`config.mk`:
```
export PLATFORM = sky130hd
export DESIGN_NAME = lrs_row_scan
export DESIGN_NICKNAME = d
export VERILOG_FILES = /design/src/design/lrs_pkg.sv /design/src/design/lrs_row_scan.sv
export SDC_FILE = /design/constraint.sdc
export NUM_CORES = 1
export LEC_CHECK = 0
export BUFFER_PORTS_ARGS = -buffer_cell sky130_fd_sc_hd__buf_2
export CORE_AREA = 2 2 209 211
export DETAILED_ROUTE_END_ITERATION = 6
export DIE_AREA = 0 0 211 213
export PLACE_DENSITY = 0.83
export SLEW_MARGIN = 25
export SYNTH_ARGS = -nofsm -noshare
export SYNTH_HDL_FRONTEND = slang
export SYNTH_SLANG_ARGS = --single-unit
```
`constraint.sdc`:
```
create_clock -name clk -period 6.75 [get_ports clk]
set_clock_uncertainty 0.2 [all_clocks]
set_input_delay 0.3375 -clock clk [delete_from_list [all_inputs] [get_ports clk]]
set_output_delay 0.3375 -clock clk [all_outputs]
set_load 0.1 [all_outputs]
```
`src/design/lrs_pkg.sv`:
```
/*
 Constants, field layouts and scan state encoding for the LCD row-scan driver core.
 Assumes one 250 MHz system clock; every slow pin is sampled by that clock.
*/
// Contract
// - Internal clock runs at 32x frame rate: frame is 4 x 8 internal ticks.
// - Frame sync toggles once per frame, so its period covers two frames.
// - External clock enters on oscillator input; feedback and clock output left open.
// - Both chip id inputs low selects master; any other code selects slave.
// - Up to four chips with distinct ids share a panel, all synced to master.
// - Panel sync pin is driven in master mode and followed in slave mode.
// - Each shift clock rising edge shifts one serial data bit into the register.
// - Latch is transparent while high and holds the last value once low.
// - Word select high means address word, low means segment word.
// - Blank forces segments off and stops display reads; RAM writes still accepted.
// - Blank falling: sync within 2 ticks, row pointer to 0, row 1 one eighth later.
// - Power-on reset holds commons and segments in static light-out regardless of blank.
// - Reset release: sync within 2 ticks, scanning restarts at row 0, blank still honoured.
// - Segment is select level for RAM bit 1, non-select for bit 0.
// - Display RAM is 8 rows of 64 bits; row follows common scan.
// - Master clock output feeds slave oscillator inputs; sync pins tied together.
// - Address word: row in bits 3..1, id match in 5..4, bit 0 high.
// - Address sent LSB first; first segment bit shifted lands on segment 63.
// - Row address precedes segment data; serial input ignored during power-on reset.
package lrs_pkg;
   localparam int ROWS          = 8;
   localparam int SEG_W         = 64;
   localparam int ADDR_W        = 8;
   localparam int ROW_W         = 3;
   localparam int ID_W          = 2;
   localparam int TICKS_PER_ROW = 4;
   localparam int TICK_W        = 2;
   localparam int SYNC_MAX_TICKS = 2;
   // Address word fields
   localparam int ADDR_DUMMY_BIT = 0;
   localparam int ADDR_ROW_LSB   = 1;
   localparam int ADDR_ROW_MSB   = 3;
   localparam int ADDR_ID_LSB    = 4;
   localparam int ADDR_ID_MSB    = 5;
   localparam logic [ID_W-1:0]   MASTER_ID     = 2'h0;
   localparam logic [TICK_W-1:0] TICK_LAST     = 2'h3;
   localparam logic [ROW_W-1:0]  ROW_FIRST     = 3'h0;
   localparam logic [ROW_W-1:0]  ROW_RST       = 3'h0;
   localparam logic [TICK_W-1:0] TICK_RST      = 2'h0;
   localparam logic [SEG_W-1:0]  SEG_RST       = 64'h0000_0000_0000_0000;
   localparam logic [ROWS-1:0]   COM_RST       = 8'h00;

   typedef enum logic [2:0] {
      SC_HALT = 3'b001,
      SC_ARM  = 3'b010,
      SC_RUN  = 3'b100
   } lrs_scan_t;
endpackage : lrs_pkg

```
`src/design/lrs_row_scan.sv`:
```
/*
 LCD row-scan driver core: serial loader, 8x64 display RAM, row scanner, panel sync.
 Assumes all pins are asynchronous to clk and much slower than it; the internal
 display clock arrives on the oscillator input and is edge-detected here.
*/
`timescale 1ns/1ps
module lrs_row_scan (
   input  wire logic                      clk,          // 250 MHz system clock
   input  wire logic                      srst,         // Synchronous reset, high
   input  wire logic                      ce,           // Clock enable, freezes state when low
   input  wire logic                      oscillator_input, // Internal display clock pin
   input  wire logic                      chip_id_bit0, // Chip identity strap bit 0
   input  wire logic                      chip_id_bit1, // Chip identity strap bit 1
   input  wire logic                      shiftClk,     // Serial shift clock pin
   input  wire logic                      serData,      // Serial data pin
   input  wire logic                      latchIn,      // Level latch pin
   input  wire logic                      wordSel,      // High address word, low segment word
   input  wire logic                      display_blank, // Blank pin, high blanks
   input  wire logic                      porIn,        // Power-on reset pin, high holds
   input  wire logic                      panelSyncIn,  // Panel sync pin, input side
   output logic                           panelSyncOut, // Panel sync pin, output side
   output logic                           panelSyncOe,  // Panel sync drive enable
   output logic                           clockOut,     // Internal clock copy for slaves
   output logic                           isMaster,     // Master mode indication
   output logic [lrs_pkg::ROWS-1:0]       common_outputs, // One-hot selected common
   output logic [lrs_pkg::SEG_W-1:0]      segment_outputs, // 1 select, 0 non-select
   output logic                           staticOff     // Static light-out during reset
);

   function automatic logic [lrs_pkg::ADDR_W-1:0] rev8(input logic [lrs_pkg::ADDR_W-1:0] v);
      logic [lrs_pkg::ADDR_W-1:0] r;
      r = '0;
      for (int i = 0; i < lrs_pkg::ADDR_W; i++)
      begin
         r[i] = v[lrs_pkg::ADDR_W-1-i];
      end
      return r;
   endfunction : rev8

   function automatic logic [lrs_pkg::ROWS-1:0] rowDecode(input logic [lrs_pkg::ROW_W-1:0] row);
      logic [lrs_pkg::ROWS-1:0] d;
      d = '0;
      d[row] = 1'b1;
      return d;
   endfunction : rowDecode

   // Two-flop synchronisers; the third stage feeds edge detectors only
   logic [2:0] oscSync_r;
   logic [2:0] sckSync_r;
   logic [2:0] blankSync_r;
   logic [2:0] porSync_r;
   logic [2:0] frmSync_r;
   logic [1:0] datSync_r;
   logic [1:0] latSync_r;
   logic [1:0] selSync_r;
   logic [1:0] id0Sync_r;
   logic [1:0] id1Sync_r;

   always_ff @(posedge clk)
   begin
      if (srst)
      begin
         // Pulled-up pins reset high so no false edge follows reset
         oscSync_r   <= 3'h0;
         sckSync_r   <= 3'h7;
         blankSync_r <= 3'h7;
         porSync_r   <= 3'h7;
         frmSync_r   <= 3'h0;
         datSync_r   <= 2'h0;
         latSync_r   <= 2'h0;
         selSync_r   <= 2'h0;
         id0Sync_r   <= 2'h0;
         id1Sync_r   <= 2'h0;
      end
      else if (ce)
      begin
         oscSync_r   <= {oscSync_r[1:0], oscillator_input};
         sckSync_r   <= {sckSync_r[1:0], shiftClk};
         blankSync_r <= {blankSync_r[1:0], display_blank};
         porSync_r   <= {porSync_r[1:0], porIn};
         frmSync_r   <= {frmSync_r[1:0], panelSyncIn};
         datSync_r   <= {datSync_r[0], serData};
         latSync_r   <= {latSync_r[0], latchIn};
         selSync_r   <= {selSync_r[0], wordSel};
         id0Sync_r   <= {id0Sync_r[0], chip_id_bit0};
         id1Sync_r   <= {id1Sync_r[0], chip_id_bit1};
      end
   end

   logic                      tick;
   logic                      sckRise;
   logic                      blankFall;
   logic                      porFall;
   logic                      frmEdge;
   logic                      blankLvl;
   logic                      porLvl;
   logic [lrs_pkg::ID_W-1:0]  chipId;
   logic                      master;

   assign tick      = oscSync_r[1] & ~oscSync_r[2];
   assign sckRise   = sckSync_r[1] & ~sckSync_r[2];
   assign blankFall = ~blankSync_r[1] & blankSync_r[2];
   assign porFall   = ~porSync_r[1] & porSync_r[2];
   assign frmEdge   = frmSync_r[1] ^ frmSync_r[2];
   assign blankLvl  = blankSync_r[1];
   assign porLvl    = porSync_r[1];
   assign chipId    = {id1Sync_r[1], id0Sync_r[1]};
   assign master    = (chipId == lrs_pkg::MASTER_ID);

   // Serial shift register; new bits enter at bit 0
   logic [lrs_pkg::SEG_W-1:0] shift_r;

   always_ff @(posedge clk)
   begin
      if (srst)
      begin
         shift_r <= lrs_pkg::SEG_RST;
      end
      else if (ce && sckRise && !porLvl)
      begin
         shift_r <= {shift_r[lrs_pkg::SEG_W-2:0], datSync_r[1]};
      end
   end

   // Address word arrives LSB first, so the last eight bits are reversed
   logic [lrs_pkg::ADDR_W-1:0] addrWord;
   logic                       addrMatch;

   assign addrWord  = rev8(shift_r[lrs_pkg::ADDR_W-1:0]);
   assign addrMatch = (addrWord[lrs_pkg::ADDR_ID_MSB:lrs_pkg::ADDR_ID_LSB] == chipId);

   logic [lrs_pkg::ROW_W-1:0] rowAddr_r;
   logic                      addrMine_r;
   logic                      latchOpen;

   // Latch passes data while high; once low, the values held are simply not updated
   assign latchOpen = latSync_r[1] & ~porLvl;

   always_ff @(posedge clk)
   begin
      if (srst)
      begin
         rowAddr_r  <= lrs_pkg::ROW_RST;
         addrMine_r <= 1'b0;
      end
      else if (ce && latchOpen && selSync_r[1])
      begin
         addrMine_r <= addrMatch;
         if (addrMatch)
         begin
            rowAddr_r <= addrWord[lrs_pkg::ADDR_ROW_MSB:lrs_pkg::ADDR_ROW_LSB];
         end
      end
   end

   // Display RAM; contents are undefined to the user until written
   logic [lrs_pkg::SEG_W-1:0] ram_r [lrs_pkg::ROWS];

   always_ff @(posedge clk)
   begin
      if (ce && latchOpen && !selSync_r[1] && addrMine_r)
      begin
         ram_r[rowAddr_r] <= shift_r;
      end
   end

   // Scan sequencer
   lrs_pkg::lrs_scan_t        scan_r;
   logic [lrs_pkg::TICK_W-1:0] tickCnt_r;
   logic [lrs_pkg::ROW_W-1:0]  row_r;
   logic                      syncTgl_r;
   logic                      restart;
   logic                      rowEnd;

   // Master restarts on the next internal tick, i.e. within two ticks of the event
   // A slave has no restart of its own; it waits for the master's sync edge
   assign restart = master ? tick : frmEdge;
   assign rowEnd  = (tickCnt_r == lrs_pkg::TICK_LAST);

   always_ff @(posedge clk)
   begin
      if (srst)
      begin
         scan_r    <= lrs_pkg::SC_HALT;
         tickCnt_r <= lrs_pkg::TICK_RST;
         row_r     <= lrs_pkg::ROW_RST;
         syncTgl_r <= 1'b0;
      end
      else if (ce)
      begin
         case (scan_r)
            lrs_pkg::SC_HALT:
            begin
               tickCnt_r <= lrs_pkg::TICK_RST;
               row_r     <= lrs_pkg::ROW_RST;
               if (porFall || !porLvl)
               begin
                  scan_r <= lrs_pkg::SC_ARM;
               end
            end
            lrs_pkg::SC_ARM:
            begin
               if (porLvl)
               begin
                  scan_r <= lrs_pkg::SC_HALT;
               end
               else if (restart)
               begin
                  scan_r    <= lrs_pkg::SC_RUN;
                  tickCnt_r <= lrs_pkg::TICK_RST;
                  row_r     <= lrs_pkg::ROW_FIRST;
                  if (master)
                  begin
                     syncTgl_r <= ~syncTgl_r;
                  end
               end
            end
            lrs_pkg::SC_RUN:
            begin
               if (porLvl)
               begin
                  scan_r <= lrs_pkg::SC_HALT;
               end
               else if (master && blankFall)
               begin
                  scan_r <= lrs_pkg::SC_ARM;
               end
               else if (!master && frmEdge)
               begin
                  tickCnt_r <= lrs_pkg::TICK_RST;
                  row_r     <= lrs_pkg::ROW_FIRST;
               end
               else if (tick)
               begin
                  tickCnt_r <= tickCnt_r + 2'h1;
                  if (rowEnd)
                  begin
                     row_r <= row_r + 3'h1;
                     if (master && row_r == 3'h7)
                     begin
                        syncTgl_r <= ~syncTgl_r;
                     end
                  end
               end
            end
            default:
            begin
               scan_r <= lrs_pkg::SC_HALT;
            end
         endcase
      end
   end

   // Mode, sync and light-out flags, kept apart from the row drive
   always_ff @(posedge clk)
   begin
      if (srst)
      begin
         staticOff    <= 1'b1;
         panelSyncOut <= 1'b0;
         panelSyncOe  <= 1'b0;
         clockOut     <= 1'b0;
         isMaster     <= 1'b0;
      end
      else if (ce)
      begin
         staticOff    <= porLvl;
         panelSyncOut <= syncTgl_r;
         panelSyncOe  <= master;
         clockOut     <= oscSync_r[1];
         isMaster     <= master;
      end
   end

   // Row drive; RAM read halts while blank is high
   always_ff @(posedge clk)
   begin
      if (srst)
      begin
         common_outputs  <= lrs_pkg::COM_RST;
         segment_outputs <= lrs_pkg::SEG_RST;
      end
      else if (ce)
      begin
         if (porLvl || scan_r != lrs_pkg::SC_RUN)
         begin
            common_outputs  <= lrs_pkg::COM_RST;
            segment_outputs <= lrs_pkg::SEG_RST;
         end
         else
         begin
            common_outputs <= rowDecode(row_r);
            if (blankLvl)
            begin
               segment_outputs <= lrs_pkg::SEG_RST;
            end
            else
            begin
               segment_outputs <= ram_r[row_r];
            end
         end
      end
   end

endmodule : lrs_row_scan

```
==> results_dict.tcl, run 1 <==
set metrics [dict create \
    outcome "complete, no violations" \
    p_comb_share_pct 1.0 \
    antenna_found_initial 0 \
    rows 76 \
    utilization_pct 67.8 \
    pwr_density_cell_nw_per_um2 286 \
    drc 0 \
    cp.arrival_ns 3.59 \
    netlist_area_um2 25800 \
    crit_slowest_cell "buf_4" \
    min_period_ns 3.59 \
    avgSynthCellArea_um2 17.5 \
    grt-ovfl-total 0 \
    cts_setup_buffers 0 \
    synth_edf_count 512 \
    required_ns 6.76 \
    drtPass1Iterations 5 \
    cts.path.max_buffers 3 \
    internal-power_mw 6.66 \
    syn_nets 1485 \
    worstHoldStart "srst" \
    route.vias.total 13600 \
    nets 1578 \
    num_antenna_cells 0 \
    hp-class "in2reg" \
    worstMarginPinSlew_ns 1.00 \
    setup_viol 0 \
    cts-root-buf "clkbuf_16" \
    cp-startpoint "ce" \
    design_area_um2 28900 \
    clock_latency_ns 0.59 \
    die_x_um 211 \
    synth_cell_types 46 \
    yosysTopAreaCell "edfxtp_1" \
    slew_headroom_pct 32.9 \
    finalSetupTns_ns 0 \
    grt_pass1_wl_um 82900 \
    maxCapViolCount 0 \
    clock_sinks 691 \
    drt_wl_total_um 54000 \
    die_area_um2 44900 \
    die_y_um 213 \
    leakagePower_nw 10.6 \
    swShare_pct 19.6 \
    holdPathStages 2 \
    initial_core_util_pct 60.3 \
    cp_cell_sequence "buf_2 > nor2b_1 > and4b_1 > nand2b_1 > nor2_4 > buf_4" \
    numCtsBuffers 66 \
    async_flop_share_pct 0 \
    r2r_start "porSync_r[1]" \
    netlist_top_cells_area "edfxtp_1 (60%), dfxtp_1 (14%), mux4_2 (11%)" \
    ant_nets 0 \
    cp_top_family "simple AND/OR/NAND/NOR gates" \
    fp.coreArea_um2 42700 \
    finalHoldWorstSlack_ns 0.240 \
    reg2regPathDepth 5 \
    critical_path.max_fanout 43 \
    ys_seq_elements 691 \
    crit_type "in2reg" \
    path_buf_inv 2 \
    hold_violations 0 \
    hold_end "common_outputs[1]" \
    cp.depth 6 \
    seq_power_share_pct 54.5 \
    max_stage_delay_ns 0.74 \
    ys.flop_type "edfxtp_1" \
    num-fill-cells 2559 \
    cts.clk_slew.worst_paths_ns 0.06 \
    place_ws_ns 2.65 \
    clkPwrFrac_pct 44.5 \
    via_per_inst 6.28 \
    rsz0062_at_grt "no" \
    finalCritPeriodShare_pct 53.1 \
    dp_hpwl_um 27600 \
    yosysWarnings 0 \
    port_buffers 89 \
    gp_congestion 0.729 \
    seq_area_frac_synth_pct 73.6 \
    timing.rr.end "ram_r[4][43]" \
    grt_pass1_vias 13900 \
    drive_gt1_share_pct 25.6 \
    cts_resized 0 \
    end_kind "flop" \
    cp-start-kind "input port" \
    dpl.cell_count 2030 \
    placedInstanceArea_um2 26700 \
    yosys-top-cells-count "edfxtp_1 (512), dfxtp_1 (179), nand2_1 (138), mux4_2 (128), nor2_1 (103)" \
    fin_cells 2162 \
    cts_tree "done" \
    synth_most_common_cell "edfxtp_1" \
    syn_to_final_growth_pct 12.4 \
    slew_viol_final 0 \
    wl_per_cell_um 25.0 \
    reg2reg_slack_ns 3.29 \
    synth_cells 1469 \
    initialDrtViolationCount 1501 \
    ios 90 \
    p_sw_mw 1.62 \
    netlist.area_leader.share_pct 59.7 \
    vdd_ir_drop_max_uv 207 \
    worst_slack_ns 3.16 \
    fin_total_pwr_mw 8.29 \
    max_freq_ghz 0.279 \
    grt_max_degree 128 \
    htreeDepth 3 \
    postCtsHoldBufs 10 \
    track_usage_pct 24.8 \
]
-- layout make-up --
type	count	area, um2	share of cell area [%]
inverters	2	7.51	0.0259
well taps	546	683	2.36
flip-flops and latches	691	19000	65.5
clock inverters	17	216	0.748
multi-input cells	682	6350	21.9
repair buffers	119	749	2.59
clock buffers	105	1960	6.78
-- how the worst max path moves through the flow --
stage                        end  slack (ns)
global route        ram_r[7][22]        2.98
finish              ram_r[4][43]        3.16
floorplan            ram_r[0][0]        0.57
global placement    ram_r[6][27]        2.75
detailed placement  ram_r[7][27]        2.65
CTS                  ram_r[7][4]        3.17
-- registers in the layout, indices dropped and copies added (netlist names), named ones only --
signal,cells
latSync_r,2
addrMine_r,1
panelSyncOut,1
oscSync_r,3
frmSync_r,3
blankSync_r,3
selSync_r,2
sckSync_r,3
ram_r,512
syncTgl_r,1
row_r,3
id1Sync_r,2
isMaster,1
porSync_r,3
rowAddr_r,3
datSync_r,2
id0Sync_r,2
shift_r,64
scan_r,3
common_outputs,8
segment_outputs,64
tickCnt_r,2
-- power by group through the flow --
stage | clock, mW | combinational, mW | sequential [mW]
2_1_floorplan | 0 | 0.0565 | 4.61
3_3_place_gp | 0 | 0.0772 | 4.60
3_5_place_dp | 0 | 0.0791 | 4.61
4_1_cts | 3.73 | 0.0841 | 4.51
5_1_grt | 3.89 | 0.0908 | 4.51
6_report | 3.69 | 0.0842 | 4.51
-- placed cells by master, fill, tap and decap left out, types with 2 or more instances in the layout --
master / netlist / routed
nand3b_1: 3 / 3
inv_6: 0 / 2
nand3_1: 2 / 2
a211o_1: 8 / 8
nor2_4: 0 / 6
nor2b_1: 14 / 13
bufinv_16: 0 / 3
dfxtp_1: 179 / 176
buf_2: 15 / 88
dfxtp_4: 0 / 3
ha_1: 3 / 3
a22oi_1: 67 / 67
a21oi_1: 72 / 72
buf_4: 11 / 17
xor2_1: 3 / 3
nor3_2: 1 / 3
nand2b_1: 14 / 14
mux2i_1: 30 / 30
mux4_2: 128 / 128
a32oi_1: 3 / 3
dlygate4sd3_1: 0 / 10
clkinv_1: 0 / 2
o21bai_1: 2 / 2
buf_12: 0 / 2
nand2_1: 138 / 138
clkbuf_8: 0 / 11
clkinvlp_4: 0 / 2
nor3b_1: 3 / 2
edfxtp_1: 512 / 512
nor2_1: 103 / 97
clkbuf_16: 0 / 69
nor3b_2: 1 / 2
clkinv_2: 0 / 4
nor4_1: 2 / 2
clkbuf_1: 43 / 26
nand4_1: 2 / 2
mux2_2: 65 / 65
-- routing by layer --
layer | vias up | global-route usage, % | routed length (um)
met5 | - | 0 | 0
met4 | 0 | 8.21 | 1200
met3 | 95 | 4.69 | 4230
met2 | 666 | 41.5 | 27900
met1 | 6932 | 33.2 | 20700
li1 | 5882 | - | -
-- kinds of logic (layout without fill, tap and decap cells) --
logic type / after synthesis / in the layout / synth area share, %
AND/OR/NAND/NOR: 291 / 291 / 4.88
flip-flops: 691 / 691 / 73.6
adder cells (fa/ha/maj): 3 / 3 / 0.146
AO/OA/AOI/OAI: 161 / 161 / 4.04
multiplexers: 223 / 223 / 15.2
buffers and inverters: 96 / 243 / 1.98
XOR/XNOR: 4 / 4 / 0.136
Power figures use the tool's default switching activity.
==> inputs of run 2 (changes only) <==
==> constraint.sdc (replaced) <==
create_clock -name clk -period 3.7 [get_ports clk]
set_clock_uncertainty 0.2 [all_clocks]
set_input_delay 0.185 -clock clk [delete_from_list [all_inputs] [get_ports clk]]
set_output_delay 0.185 -clock clk [all_outputs]
set_load 0.1 [all_outputs]
==> run 2 against run 1 <==
Clock-buffer cell count fell by 16. Routed wire length grew 2.0%. Utilization increased by 0.98 points. Setup slack worse by 2.1 ns. Via count increased by 0.88%. Non-clock buffer count grew 23. Cell count grew 1.1%. Sequential share of layout area fell by 0.94 points. Worst hold slack got worse by 0.087 ns. Clock power is 87% higher. Sequential power rose by 83%. Largest cell class unchanged. Highest routed layer is now met5.
==> results_dict.tcl, run 2 (synthesized netlist as in run 1, its figures left out) <==
set metrics [dict create \
    initialDrtViolationCount 1349 \
    drt_wl_total_um 55100 \
    max_stage_delay_ns 0.87 \
    cp_cell_sequence "buf_12 > mux4_2 > mux2_2 > a22oi_1 > nor2_1" \
    die_y_um 213 \
    outcome "complete, no violations" \
    final_cell_mix "edfxtp_1 (512), dfxtp_1 (176), nand2_1 (138)" \
    grt_pass1_wl_um 84400 \
    grt-ovfl-total 0 \
    utilization_pct 68.8 \
    regArea_um2 19000 \
    cp-start-kind "flop" \
    fin_total_pwr_mw 15.3 \
    via_per_inst 6.26 \
    registers.top_by_ff_count "ram_r" \
    initial_core_util_pct 60.3 \
    path_buf_inv 1 \
    finalCritPeriodShare_pct 71.2 \
    grt_max_degree 88 \
    num-fill-cells 2527 \
    drtPass1Iterations 5 \
    antenna_found_initial 1 \
    ios 90 \
    required_ns 3.94 \
    reg_top3 "ram_r (512), segment_outputs (64), shift_r (64)" \
    gp_congestion 0.736 \
    cts.clk_slew.worst_paths_ns 0.06 \
    vdd_ir_drop_max_uv 411 \
    slew_viol_final 0 \
    num_antenna_cells 0 \
    htreeDepth 3 \
    finalSetupTns_ns 0 \
    min_period_ns 2.63 \
    maxCapViolCount 0 \
    placedInstanceArea_um2 26900 \
    multi_input_comb_area_um2 6360 \
    route.vias.total 13700 \
    die_area_um2 44900 \
    fp.coreArea_um2 42700 \
    ant_nets 0 \
    cts-root-buf "clkbuf_16" \
    cts_setup_buffers 0 \
    grt_pass1_vias 14300 \
    die_x_um 211 \
    reg2reg_slack_ns 1.07 \
    nets 1602 \
    numCtsBuffers 67 \
    dp_hpwl_um 26900 \
    max_freq_ghz 0.380 \
    rows 76 \
    critical_path.max_fanout 33 \
    hp-class "in2reg" \
    drc 0 \
    design_area_um2 29400 \
    setup_viol 0 \
    cts_tree "done" \
    crit_type "reg2reg" \
    rsz0062_at_grt "no" \
    cp.arrival_ns 2.87 \
    end_kind "flop" \
    track_usage_pct 25.3 \
    drive_gt1_share_pct 26.5 \
    port_buffers 89 \
    pwr_density_cell_nw_per_um2 521 \
    mostFrequentLayoutCell "edfxtp_1" \
    largest_register_ffs 512 \
    hold_violations 0 \
    cts.path.max_buffers 3 \
    cp_top_family "flip-flops" \
    clock_latency_ns 0.59 \
    wl_per_cell_um 25.2 \
    clock_sinks 691 \
    leakagePower_nw 10.8 \
    slew_headroom_pct 35.6 \
    syn_to_final_growth_pct 14.0 \
    crit_slowest_cell "dfxtp_4" \
    worstMarginPinSlew_ns 0.967 \
]
-- run 2: cell types whose count changed in the layout (fill, tap and decap cells not counted), sizes merged --
cell,before,now
buf,108,123
bufinv,3,8
clkbuf,106,89
clkinv,9,21
clkinvlp,2,0
dlygate4sd3,10,19
inv,5,7
-- run 2: what timing repair did --
item / in CTS / in global routing
hold buffers: 19 / 0
resized for setup: 0 / 0
hold endpoints to repair: 73 / 0
-- run 2: final timing paths --
path	to	cells after the start	startpoint
worst max-delay path	segment_outputs[1]	5	flop
worst min-delay path	sckSync_r[0]	3	shiftClk
worst max register to register	segment_outputs[1]	5	flop
worst min register to register	sckSync_r[1]	1	sckSync_r[0]
-- run 2: per-layer routing --
metal	vias up	track usage, %	part of all wire, %
li1	5935	-	-
met4	2	9.47	3.1
met2	688	43.0	52
met1	6937	33.2	38
met5	-	0	0.024
met3	132	4.38	7.5
-- run 2: report_power, final --
group	switching [mW]	internal, mW
registers	0.0163	8.22
logic	0.114	0.0548
clock network	2.83	4.07
total	2.96	12.3
-- run 2: worst register-to-register path, stage by stage, from the launching register on --
cell and delay, ns:
dfxtp_4 0.87, buf_12 0.33, mux4_2 0.53, mux2_2 0.29, a22oi_1 0.19, nor2_1 0.09
-- run 2: through the flow --
step                      instances  hold slack (ns)  setup WS (ns)
after CTS                      2186            0.129           1.00
after detailed placement       2044            0.213           1.11
final                          2186            0.154           1.07
after global placement         2044            0.191           1.14
after floorplan                1469            0.107         -0.743
after global routing           2186            0.162          0.875
-- run 2: final cells by class --
type | count | area share, %
flip-flops and latches | 691 | 64.6
multi-input cells | 682 | 21.7
clock buffers | 89 | 6.24
repair buffers | 142 | 3.78
well taps | 546 | 2.33
clock inverters | 34 | 1.35
inverters | 2 | 0.0256
==> inputs of run 3 (changes only) <==
--- a/config.mk
+++ b/config.mk
@@ -6,10 +6,10 @@
 export NUM_CORES = 1
 export LEC_CHECK = 0
 export BUFFER_PORTS_ARGS = -buffer_cell sky130_fd_sc_hd__buf_2
-export CORE_AREA = 2 2 209 211
+export CORE_AREA = 2 2 220 222
 export DETAILED_ROUTE_END_ITERATION = 6
-export DIE_AREA = 0 0 211 213
-export PLACE_DENSITY = 0.83
+export DIE_AREA = 0 0 222 224
+export PLACE_DENSITY = 0.79
 export SLEW_MARGIN = 25
 export SYNTH_ARGS = -nofsm -noshare
 export SYNTH_HDL_FRONTEND = slang
==> constraint.sdc (replaced) <==
create_clock -name clk -period 2.21 [get_ports clk]
set_clock_uncertainty 0.2 [all_clocks]
set_input_delay 0.1105 -clock clk [delete_from_list [all_inputs] [get_ports clk]]
set_output_delay 0.1105 -clock clk [all_outputs]
set_load 0.1 [all_outputs]
==> run 3 against run 2 <==
First-iteration DRC count is 18% lower. Critical path depth grew 2. Worst hold slack worse by 0.042 ns. Fmax rose by 22%. Sequential power up 67%. Final area rose by 3.0%. Global-route usage decreased by 3.1 points. Largest cell class unchanged. Highest routed layer is now met4.
==> results_dict.tcl, run 3 (synthesized netlist as in run 1, its figures left out) <==
set metrics [dict create \
    outcome "complete, no violations" \
    final_cell_mix "edfxtp_1 (512), dfxtp_1 (174), nand2_1 (137)" \
    min_period_ns 2.17 \
    reg_top3 "ram_r (512), segment_outputs (64), shift_r (64)" \
    utilization_pct 63.9 \
    pwr_density_cell_nw_per_um2 850 \
    grt_pass1_wl_um 84200 \
    numCtsBuffers 69 \
    leakagePower_nw 11.2 \
    path_buf_inv 3 \
    initial_core_util_pct 54.4 \
    max_stage_delay_ns 0.47 \
    end_kind "flop" \
    crit_type "reg2reg" \
    placedInstanceArea_um2 27600 \
    grt_max_degree 78 \
    dp_hpwl_um 29900 \
    die_y_um 224 \
    mostFrequentLayoutCell "edfxtp_1" \
    wl_per_cell_um 23.7 \
    registers.top_by_ff_count "ram_r" \
    syn_to_final_growth_pct 17.4 \
    cp.arrival_ns 2.42 \
    worstMarginPinSlew_ns 0.564 \
    route.vias.total 13800 \
    rows 80 \
    largest_register_ffs 512 \
    ant_nets 0 \
    setup_viol 0 \
    grt_pass1_vias 14400 \
    num-fill-cells 3093 \
    maxCapViolCount 0 \
    fp.coreArea_um2 47300 \
    drt_wl_total_um 54600 \
    hp-class "in2reg" \
    initialDrtViolationCount 1111 \
    finalCritPeriodShare_pct 98.1 \
    design_area_um2 30200 \
    nets 1650 \
    htreeDepth 3 \
    via_per_inst 6.00 \
    required_ns 2.46 \
    drive_gt1_share_pct 29.0 \
    cts.clk_slew.worst_paths_ns 0.06 \
    track_usage_pct 22.2 \
    cp_top_family "multiplexers" \
    crit_slowest_cell "mux4_2" \
    critical_path.max_fanout 16 \
    clock_sinks 691 \
    holdPathStages 3 \
    cts.path.max_buffers 3 \
    num_antenna_cells 0 \
    hold_violations 0 \
    die_x_um 222 \
    gp_congestion 0.788 \
    die_area_um2 49700 \
    vdd_ir_drop_max_uv 482 \
    clock_latency_ns 0.57 \
    slew_viol_final 0 \
    cts-root-buf "clkbuf_16" \
    cp.depth 7 \
    grt-ovfl-total 0 \
    drtPass1Iterations 5 \
    port_buffers 89 \
    drc 0 \
    max_freq_ghz 0.461 \
    slew_headroom_pct 62.2 \
    antenna_found_initial 0 \
    ios 90 \
    cts_tree "done" \
    reg2regPathDepth 7 \
    cp_cell_sequence "buf_12 > buf_16 > buf_4 > mux4_2 > mux2_2 > a22oi_1 > nor2_1" \
    cp-start-kind "flop" \
    rsz0062_at_grt "yes" \
]
run 3: changes by cell type in the layout (fill, tap and decap cells not counted), moves of 3 or more:
cell	previous run	this run
buf_16	0	3
buf_4	17	35
clkbuf_1	16	20
clkinv_2	13	8
clkbuf_16	68	71
a22oi_2	0	4
buf_12	17	40
inv_6	5	1
clkbuf_8	5	10
a22oi_1	67	63
run 3: timing repair:
action                                  in CTS  in global routing
endpoints found under the setup margin       0                 20
endpoints found under the hold margin      149                  0
gates resized for setup                      0                 10
hold buffers                                19                  0
setup buffers                                0                 12
run 3: final timing paths:
path / to / start / slack [ns]
hold reg to reg: blankSync_r[1] / blankSync_r[0] / 0.26
hold / removal: sckSync_r[0] / shiftClk / 0.11
setup / recovery: segment_outputs[41] / flop / 0.04
setup reg to reg: segment_outputs[41] / flop / 0.04
run 3: layout make-up:
cell class / instances / area [um2] / share of cell area, %
Clock buffer: 101 / 1990 / 6.58
Clock inverter: 23 / 277 / 0.915
Inverter: 2 / 7.51 / 0.0248
Multi-Input combinational cell: 682 / 6410 / 21.2
Sequential cell: 691 / 19000 / 62.8
Tap cell: 615 / 769 / 2.55
Timing Repair Buffer: 188 / 1810 / 5.99
run 3: stage by stage:
stage          hold slack [ns]  instances  worst slack [ns]   TNS, ns  power [mW]
2_1_floorplan           0.0329       1469            -0.981   -250.19        14.3
3_3_place_gp             0.129       2147            0.0861         0        14.3
3_5_place_dp             0.137       2147            0.0543         0        14.3
4_1_cts                 0.0878       2290            0.0361         0        25.9
5_1_grt                 0.0947       2302          -0.00136  -0.00239        26.4
6_report                 0.112       2302            0.0425         0        25.7
run 3: power by group:
group	leakage, nW	switching [mW]	total, mW	internal, mW
clock network	1.11	4.65	11.6	6.95
logic	2.84	0.194	0.300	0.106
registers	7.24	0.0241	13.8	13.8
total	11.2	4.87	25.7	20.8
run 3: routing by layer:
layer  vias to the layer above  track usage (%)  share of wire, %
li1                       6027                -                 -
met1                      7134             29.0                40
met2                       532             38.2                51
met3                       110             3.92               6.1
met4                         0             7.00               2.5
met5                         -                0                 0
run 3: tightest hold or removal path: cells and delay by family:
family,cells,cell delay (ns)
AOI/OAI and AO/OA,1,0.10
buffers and inverters,2,0.63
